===== src/shared/conv_mux_pkg.sv =====
// Constants and types for the converter input path control block.
// Assumes the processor core reaches it over its byte-wide register port.
package conv_mux_pkg;

	// ==============================================================
	// Register offsets
	localparam logic [7:0] CTRL_OFS      = 8'h00_E8;
	localparam logic [7:0] CFG_OFS       = 8'h00_BC;
	localparam logic [7:0] CHSEL_OFS     = 8'h00_BB;
	localparam logic [7:0] PAIR_CFG_OFS  = 8'h00_BA;
	localparam logic [7:0] PIN_SEL_OFS   = 8'h00_BD;

	// ==============================================================
	// Reset values
	localparam logic [7:0] CTRL_RST      = 8'h00_00;
	localparam logic [7:0] CFG_RST       = 8'h00_00;
	localparam logic [3:0] CHSEL_RST     = 4'h0_0;
	localparam logic [3:0] PAIR_CFG_RST  = 4'h0_0;
	localparam logic [7:0] PIN_SEL_RST   = 8'h00_00;

	// ==============================================================
	// Field positions
	localparam int ENABLE_BIT      = 7;
	localparam int GAIN_LSB        = 0;
	localparam int GAIN_W          = 3;
	localparam int LOWER_PAIR_BIT  = 0;
	localparam int UPPER_PAIR_BIT  = 1;
	localparam int HV_TWOS_BIT     = 2;
	localparam int PORT_PAIR_BIT   = 3;
	localparam int PAIR_CFG_W      = 4;
	localparam int CHSEL_W         = 4;

	// ==============================================================
	// Gain codes
	localparam logic [2:0] GAIN_X1       = 3'h0_0;
	localparam logic [2:0] GAIN_X2       = 3'h0_1;
	localparam logic [2:0] GAIN_X4       = 3'h0_2;
	localparam logic [2:0] GAIN_X8       = 3'h0_3;
	localparam logic [2:0] GAIN_X16      = 3'h0_4;
	localparam logic [2:0] GAIN_HALF     = 3'h0_6;

	// ==============================================================
	// Multiplexer sources
	typedef enum logic [3:0] {
		SRC_AIN0    = 4'b0000,
		SRC_AIN1    = 4'b0001,
		SRC_AIN2    = 4'b0010,
		SRC_AIN3    = 4'b0011,
		SRC_HV_AMP  = 4'b0100,
		SRC_AGND    = 4'b0101,
		SRC_P_EVEN  = 4'b0110,
		SRC_P_ODD   = 4'b0111,
		SRC_TEMP    = 4'b1000,
		SRC_NONE    = 4'b1111
	} src_t;

endpackage


===== src/hdl/conv_mux_ctrl.sv =====
// Control for the converter subsystem, its gain amplifier and input selector.
// Assumes one core clock, the system reset and converter results on the same clock.
`timescale 1ns/10ps
module conv_mux_ctrl #(
	parameter int RES_W = 12
) (
	// Clock and reset
	input  wire logic              CLK,
	input  wire logic              RST_B,
	// Register port
	input  wire logic [7:0]        SFR_ADDR,
	input  wire logic              SFR_WR,
	input  wire logic [7:0]        SFR_WDATA,
	input  wire logic              SFR_RD,
	output logic      [7:0]        SFR_RDATA,
	// Analog control
	output logic                   CONV_POWER_EN,
	output logic      [2:0]        GAIN_SEL,
	output logic      [7:0]        PIN_SWITCH_EN,
	output logic                   EVEN_BUS_EN,
	output logic                   ODD_BUS_EN,
	output logic      [3:0]        MUX_POS_SEL,
	output logic      [3:0]        MUX_NEG_SEL,
	output logic                   CHAN_VALID,
	output logic                   DIFF_MODE,
	// Conversion results
	input  wire logic              RAW_VALID,
	input  wire logic [RES_W-1:0]  RAW_DATA,
	output logic                   RES_VALID,
	output logic      [RES_W-1:0]  RES_DATA,
	output logic                   RES_TWOS
);

	// ==============================================================
	// Registers
	logic [7:0]                      ctrl_ff;
	logic [7:0]                      cfg_ff;
	logic [conv_mux_pkg::CHSEL_W-1:0]    chsel_ff;
	logic [conv_mux_pkg::PAIR_CFG_W-1:0] pair_ff;
	logic [7:0]                      pin_ff;

	wire hit_ctrl  = (SFR_ADDR == conv_mux_pkg::CTRL_OFS);
	wire hit_cfg   = (SFR_ADDR == conv_mux_pkg::CFG_OFS);
	wire hit_chsel = (SFR_ADDR == conv_mux_pkg::CHSEL_OFS);
	wire hit_pair  = (SFR_ADDR == conv_mux_pkg::PAIR_CFG_OFS);
	wire hit_pin   = (SFR_ADDR == conv_mux_pkg::PIN_SEL_OFS);

	// Read mux; unmapped addresses read zero
	wire [7:0] rd_mux =
		hit_ctrl  ? ctrl_ff :
		hit_cfg   ? cfg_ff :
		hit_chsel ? {4'h0_0, chsel_ff} :
		hit_pair  ? {4'h0_0, pair_ff} :
		hit_pin   ? pin_ff :
		8'h00_00;

	always_ff @(posedge CLK or negedge RST_B) begin
		if (!RST_B) begin
			ctrl_ff  <= conv_mux_pkg::CTRL_RST;
			cfg_ff   <= conv_mux_pkg::CFG_RST;
			chsel_ff <= conv_mux_pkg::CHSEL_RST;
			pair_ff  <= conv_mux_pkg::PAIR_CFG_RST;
			pin_ff   <= conv_mux_pkg::PIN_SEL_RST;
		end else if (SFR_WR) begin
			if (hit_ctrl) ctrl_ff <= SFR_WDATA;
			if (hit_cfg) cfg_ff <= SFR_WDATA;
			if (hit_chsel) chsel_ff <= SFR_WDATA[conv_mux_pkg::CHSEL_W-1:0];
			if (hit_pair) pair_ff <= SFR_WDATA[conv_mux_pkg::PAIR_CFG_W-1:0];
			if (hit_pin) pin_ff <= SFR_WDATA;
		end
	end

	always_ff @(posedge CLK or negedge RST_B) begin
		if (!RST_B) begin
			SFR_RDATA <= 8'h00_00;
		end else if (SFR_RD) begin
			SFR_RDATA <= rd_mux;
		end
	end

	// ==============================================================
	// Channel decode
	wire lower_diff = pair_ff[conv_mux_pkg::LOWER_PAIR_BIT];
	wire upper_diff = pair_ff[conv_mux_pkg::UPPER_PAIR_BIT];
	wire hv_twos    = pair_ff[conv_mux_pkg::HV_TWOS_BIT];
	wire port_diff  = pair_ff[conv_mux_pkg::PORT_PAIR_BIT];

	logic [3:0] nxt_pos;
	logic [3:0] nxt_neg;
	logic       nxt_valid;
	logic       nxt_diff;

	// Second member of an active pair has no channel of its own
	always_comb begin
		nxt_pos   = conv_mux_pkg::SRC_NONE;
		nxt_neg   = conv_mux_pkg::SRC_AGND;
		nxt_valid = 1'b1;
		nxt_diff  = 1'b0;
		case (chsel_ff)
			4'h0_0: begin
				nxt_pos  = conv_mux_pkg::SRC_AIN0;
				nxt_neg  = lower_diff ? conv_mux_pkg::SRC_AIN1 : conv_mux_pkg::SRC_AGND;
				nxt_diff = lower_diff;
			end
			4'h0_1: begin
				nxt_pos   = conv_mux_pkg::SRC_AIN1;
				nxt_valid = !lower_diff;
			end
			4'h0_2: begin
				nxt_pos  = conv_mux_pkg::SRC_AIN2;
				nxt_neg  = upper_diff ? conv_mux_pkg::SRC_AIN3 : conv_mux_pkg::SRC_AGND;
				nxt_diff = upper_diff;
			end
			4'h0_3: begin
				nxt_pos   = conv_mux_pkg::SRC_AIN3;
				nxt_valid = !upper_diff;
			end
			4'h0_4: begin
				nxt_pos  = conv_mux_pkg::SRC_HV_AMP;
				nxt_diff = hv_twos;
			end
			4'h0_5: begin
				nxt_pos   = conv_mux_pkg::SRC_AGND;
				nxt_valid = !hv_twos;
			end
			4'h0_6: begin
				nxt_pos  = conv_mux_pkg::SRC_P_EVEN;
				nxt_neg  = port_diff ? conv_mux_pkg::SRC_P_ODD : conv_mux_pkg::SRC_AGND;
				nxt_diff = port_diff;
			end
			4'h0_7: begin
				nxt_pos   = conv_mux_pkg::SRC_P_ODD;
				nxt_valid = !port_diff;
			end
			default: begin
				nxt_pos = conv_mux_pkg::SRC_TEMP;
			end
		endcase
		if (!nxt_valid) begin
			nxt_pos = conv_mux_pkg::SRC_NONE;
			nxt_neg = conv_mux_pkg::SRC_NONE;
		end
	end

	// ==============================================================
	// Port pin routing
	logic [3:0] even_pins;
	logic [3:0] odd_pins;

	for (genvar i = 0; i < 4; i++) begin : g_pin
		assign even_pins[i] = pin_ff[2*i];
		assign odd_pins[i]  = pin_ff[2*i+1];
	end

	// ==============================================================
	// Analog control outputs, all registered
	always_ff @(posedge CLK or negedge RST_B) begin
		if (!RST_B) begin
			CONV_POWER_EN <= 1'b0;
			GAIN_SEL      <= conv_mux_pkg::GAIN_X1;
			PIN_SWITCH_EN <= 8'h00_00;
			EVEN_BUS_EN   <= 1'b0;
			ODD_BUS_EN    <= 1'b0;
			MUX_POS_SEL   <= conv_mux_pkg::SRC_AIN0;
			MUX_NEG_SEL   <= conv_mux_pkg::SRC_AGND;
			CHAN_VALID    <= 1'b1;
			DIFF_MODE     <= 1'b0;
		end else begin
			CONV_POWER_EN <= ctrl_ff[conv_mux_pkg::ENABLE_BIT];
			GAIN_SEL      <= cfg_ff[conv_mux_pkg::GAIN_LSB +: conv_mux_pkg::GAIN_W];
			PIN_SWITCH_EN <= pin_ff;
			EVEN_BUS_EN   <= |even_pins;
			ODD_BUS_EN    <= |odd_pins;
			MUX_POS_SEL   <= nxt_pos;
			MUX_NEG_SEL   <= nxt_neg;
			CHAN_VALID    <= nxt_valid;
			DIFF_MODE     <= nxt_diff;
		end
	end

	// ==============================================================
	// Result formatting
	// Core delivers offset binary; flipping the top bit gives twos complement
	logic             nxt_res_valid;
	logic [RES_W-1:0] nxt_res_data;

	assign nxt_res_valid = RAW_VALID && CONV_POWER_EN;
	assign nxt_res_data  = DIFF_MODE ? {~RAW_DATA[RES_W-1], RAW_DATA[RES_W-2:0]}
	                                 : RAW_DATA;

	always_ff @(posedge CLK or negedge RST_B) begin
		if (!RST_B) begin
			RES_VALID <= 1'b0;
			RES_DATA  <= '0;
			RES_TWOS  <= 1'b0;
		end else begin
			RES_VALID <= nxt_res_valid;
			if (nxt_res_valid) begin
				RES_DATA <= nxt_res_data;
				RES_TWOS <= DIFF_MODE;
			end
		end
	end
endmodule


===== config.mk =====
export PLATFORM = sky130hd
export DESIGN_NAME = conv_mux_ctrl
export DESIGN_NICKNAME = d
export VERILOG_FILES = /design/src/shared/conv_mux_pkg.sv /design/src/hdl/conv_mux_ctrl.sv
export SDC_FILE = /design/constraint.sdc
export NUM_CORES = 1
export LEC_CHECK = 0
export BUFFER_PORTS_ARGS = -buffer_cell sky130_fd_sc_hd__buf_4
export CORE_MARGIN = 4
export CORE_UTILIZATION = 35
export DETAILED_ROUTE_END_ITERATION = 10
export GPL_ROUTABILITY_DRIVEN = 0
export PLACE_DENSITY_LB_ADDON = 0.2
export SLEW_MARGIN = 15
export SYNTH_ARGS = -nofsm -noshare
export SYNTH_HDL_FRONTEND = slang
export SYNTH_SLANG_ARGS = --single-unit

===== constraint.sdc =====
create_clock -name CLK -period 1.3 [get_ports CLK]
set_clock_uncertainty 0.05 [all_clocks]
set_input_delay 0.26 -clock CLK [delete_from_list [all_inputs] [get_ports CLK]]
set_output_delay 0.26 -clock CLK [all_outputs]
set_load 0.005 [all_outputs]

# Word level (Yosys, flattened, before mapping)
# Cells that the tools add are included.
[word_totals]
register_bits = 78
in_bits = 33
out_inout_bits = 46
wordCells = 59
[classes]
n_eq_ne = 12
n_mux = 15
bitwise_logic = 1
reduce_logical = 13
[ops]
columns = ["op", "count"]
rows = [
  ["$eq 8x8->1 const B", 5],
  ["$mux 8", 5],
  ["$pmux 4 s8", 1],
  ["$eq 4x3->1 const B", 4],
  ["$mux 12", 1],
  ["$reduce_and 2->1", 5],
  ["$pmux 3 s3", 1],
  ["$eq 4x2->1 const B", 2],
  ["$mux 4", 2],
  ["$pmux 1 s4", 2],
  ["$reduce_or 4->1", 2],
  ["$mux 3", 2],
  ["$eq 4x1->1 const B", 1],
  ["$logic_not 1->1", 4],
  ["$logic_not 4->1", 1],
  ["$mux 2", 1],
  ["$logic_and 1x1->1", 1],
  ["$not 1->1", 1],
]

# Depth between registers and ports, before layout
[depth]
depth_word = 6
depth_mapped = 6
mapped_depth_nobuf = 4

# Worst setup path before layout
# OpenSTA, ideal clock, no wires.
[synth_path]
path_kind = "input-to-reg"
startpoint = "input port SFR_ADDR[0]"
endpoint = "register ctrl_ff[0]"
setup_ns = 0.125
t_arrival_ns = 1.596
required_time_ns = 1.125
path_slack_ns = -0.471
path_stages = 5
n_path_buf = 1
cell_sequence = "buf_6 -> or4b_4 -> nor4b_4 -> nand2_4 -> mux2_4"
[synth_via]
elab_chain_len = 2
[synth_rtl]
columns = ["element", "line_no", "rtl"]
rows = [
  ["from (decl)", "conv_mux_ctrl.sv:11", "input wire logic [7:0] SFR_ADDR,"],
  ["$eq 8x8->1", "conv_mux_ctrl.sv:42", "wire hit_ctrl = (SFR_ADDR == conv_mux_pkg::CTRL_OFS);"],
  ["$reduce_and 2->1 (no source line)", "-", ""],
  ["to (signal assigned)", "conv_mux_ctrl.sv:59", "ctrl_ff <= conv_mux_pkg::CTRL_RST;"],
  ["to (decl)", "conv_mux_ctrl.sv:36", "logic [7:0] ctrl_ff;"],
]
# Every way passes these cells.
# A chain may end at the register's enable or synchronous reset.

# Worst setup path in the final report
[layout_path]
startpoint = "input port SFR_ADDR[2]"
endpoint = "register ctrl_ff[6]"
# Same word-level chain as after synthesis.

==> run metrics <==
status=complete, but fails checks; failing checks=setup timing; Syn Area/Cell=between 10 and 15 um2; top cells by area, synth=dfrtp_1, mux2_2, mux2_4, o21ai_0, dfstp_2; Nets=379; Ys Warns=0; clk slew on worst S/H paths=roughly 0.080 ns; CP max stage delay=0.53 ns; Post-Route WL=about 7200 um; Critical R2R Capture=MUX_POS_SEL[1]; Yosys top cell area share=60.0%; critical path's slowest cell=or4b_4; Critical Path Sink=ctrl_ff[6]; Port Buffer Count=between 70 and 80; r2r setup slk=-0.04 ns; commonest cells after routing, fill and taps aside=buf_4, dfrtp_1, mux2_2; layout cell share with drive strength beyond 1=between 60% and 70%; fin area=0.00451 mm2; Leak=2.24 nW; boundary pin count=79; Syn Nets=259; crit start category=input port; Pre-antenna DRT Iters=4; Worst EP arrival=1.67 ns; Netlist cell types=43; placed insts=between 400 and 500; dpl cell area=0.00407 mm2; fin. max-slew vios=0; pwr/cell area=between 1000 and 1500 mW/mm2; total grt overflow=0; final core occ=about half; EDFF count, synth=0; vias in the first global route=between 2000 and 2500; Fmax=approximately 670 MHz; Non-Filler Instances=459; Remaining DRCs=0; Die W=around 100 um; register area share after synthesis=61.7%; max_cap viols=0; die height=103 um; ant diodes=0; CP required=approximately 1.5 ns; CP startpoint=SFR_ADDR[2]; detailed placement HPWL=~5300 um; final setup violation count=28; Final Hold Fails=0; Initial Util=35.8%; worst r2r src=chsel_ff[1]; die area=0.0105 mm2; via count of the routed design=2207; crit-path cells=buf_6, or4b_4, nor4b_4, nand2_4, mux2_4; R2R cell count=4; Crit. End Element=flop; worst-skew pair later-pin latency=0.34 ns; min-delay src=RAW_DATA[10]; Root Buffer=clkbuf_8; DRT iter0 DRCs=just over 100; unrepaired setup endpoints after global routing=yes; CTS buffer count=9; setup ws final=-0.189 ns; Crit Path Category=input port to flop; most common cell after layout, fill and taps aside=buf_4; Syn Inst Count=226; GRT Util Overall=14.5%; Synth async-reset ratio=between 90% and 100%; WL per Instance=roughly 16 um; Antenna Nets Post-Route=0; row cnt=34; Crit Path Max Fanout=8; Hold WS=0.101 ns; Area growth syn-to-layout=44.4%; fin crit period=1.49 ns; area leader, netlist=dfrtp_1; CTS tree=built; filler cell count=784; H-tree depth=3; first-pass GRT wire length=between 10000 and 15000 um; Max VDD drop=between 0.4 and 0.5 mV; setup TNS=-2.72 ns; Hold Path Class=input port to flop; largest net degree at the start of global routing=24; vias per inst=approximately 4.8; Mapped Area=~0.0031 mm2; Final period util=115%; flops & latches, synth=77; buffer depth of the longest clock path=2; placeable core area=between 0.008 and 0.009 mm2; main flop type after synthesis=dfrtp_1; clock sinks=77; initial antenna violation count=0
==> cells in the mapped netlist (2+ instances only) <==
cell and n:
dfstp_2 2, a21oi_1 4, nor2_1 13, mux2_4 8
o21ai_0 11, mux2i_1 3, inv_1 5, a221o_1 4
a22oi_1 4, mux2_2 37, a31oi_1 4, nand3b_1 2
or2_1 2, nand2_1 14, a221oi_1 4, dfrtp_1 75
or4_1 3, nor2b_1 2, nor3_1 2, clkbuf_1 4
==> final cells by class <==
type                       instances  area (um2)  area share [%]
clock buffer                      10         128            2.83
clock inverter                     6        38.8           0.860
inverter                           5        18.8           0.416
multi-input combinational        136        1280            28.4
sequential                        77        1930            42.8
tap                              108         135            3.00
timing repair buffer             117         978            21.7
==> cell families (layout without fill, tap and decap cells) <==
kind of cell / count (synthesis) / after routing / synth area share [%]
simple gates: 52 / 52 / 10.2
xor+xnor: 1 / 1 / 0.280
buf+inv: 13 / 138 / 2.16
flops: 77 / 77 / 61.7
mux: 48 / 48 / 18.1
other cells: 1 / 1 / 0.120
compound gates: 34 / 34 / 7.33
==> flip-flops by register name, summed over array words and instances, names as in the netlist <==
| signal | cells |
|---|---|
| RES_DATA | 12 |
| PIN_SWITCH_EN | 8 |
| SFR_RDATA | 8 |
| cfg_ff | 8 |
| ctrl_ff | 8 |
| pin_ff | 8 |
| MUX_POS_SEL | 4 |
| chsel_ff | 4 |
| pair_ff | 4 |
| GAIN_SEL | 3 |
| MUX_NEG_SEL | 3 |
| CHAN_VALID | 1 |
| CONV_POWER_EN | 1 |
| DIFF_MODE | 1 |
| EVEN_BUS_EN | 1 |
| ODD_BUS_EN | 1 |
| RES_TWOS | 1 |
| RES_VALID | 1 |
==> critical path: cells and delay by family <==
family                 cells  cell delay, ns
buffers and inverters      1            0.09
muxes                      1            0.32
and+or+nand+nor            3            0.98
==> what timing repair did <==
item / in CTS / in global routing
hold buffers: 1 / 0
endpoints found under the hold margin: 16 / 0
gates resized for setup: 24 / 23
buffers inserted: 5 / 5
pin swaps: 17 / 9
endpoints found under the setup margin: 27 / 44
gates cloned: 0 / 0
==> power breakdown <==
| part | internal [mW] | switching [mW] | leakage [nW] |
|---|---|---|---|
| combinational | 0.489 | 0.299 | 1.13 |
| sequential | 2.60 | 0.119 | 1.03 |
| clock | 0.689 | 0.864 | 0.0824 |
| total | 3.78 | 1.28 | 2.24 |
==> metrics by stage <==
step | total power [mW] | worst slack (ns)
floorplan | 3.01 | -0.469
global placement | 3.49 | -0.551
detailed placement | 3.52 | -0.589
CTS | 5.12 | -0.187
global route | 5.36 | -0.192
finish | 5.06 | -0.189
==> worst min path at each step <==
stage                      to  slack (ns)  cells past startpoint
2_1_floorplan   CONV_POWER_EN       -0.09                      0
3_3_place_gp   MUX_NEG_SEL[3]        0.12                      1
3_5_place_dp   MUX_NEG_SEL[3]        0.12                      1
4_1_cts          RES_DATA[10]        0.08                      2
5_1_grt          RES_DATA[10]        0.06                      2
6_report         RES_DATA[10]        0.10                      2
==> metal layers <==
metal  track usage (%)  wire length (um)  up-vias
met1              20.4              3310     1073
met4              5.25                82        0
met3              4.19               524        8
li1                  -                 -     1055
met5                 0                 0        -
met2              21.4              3330       71
(Power assumes the default switching activity.)
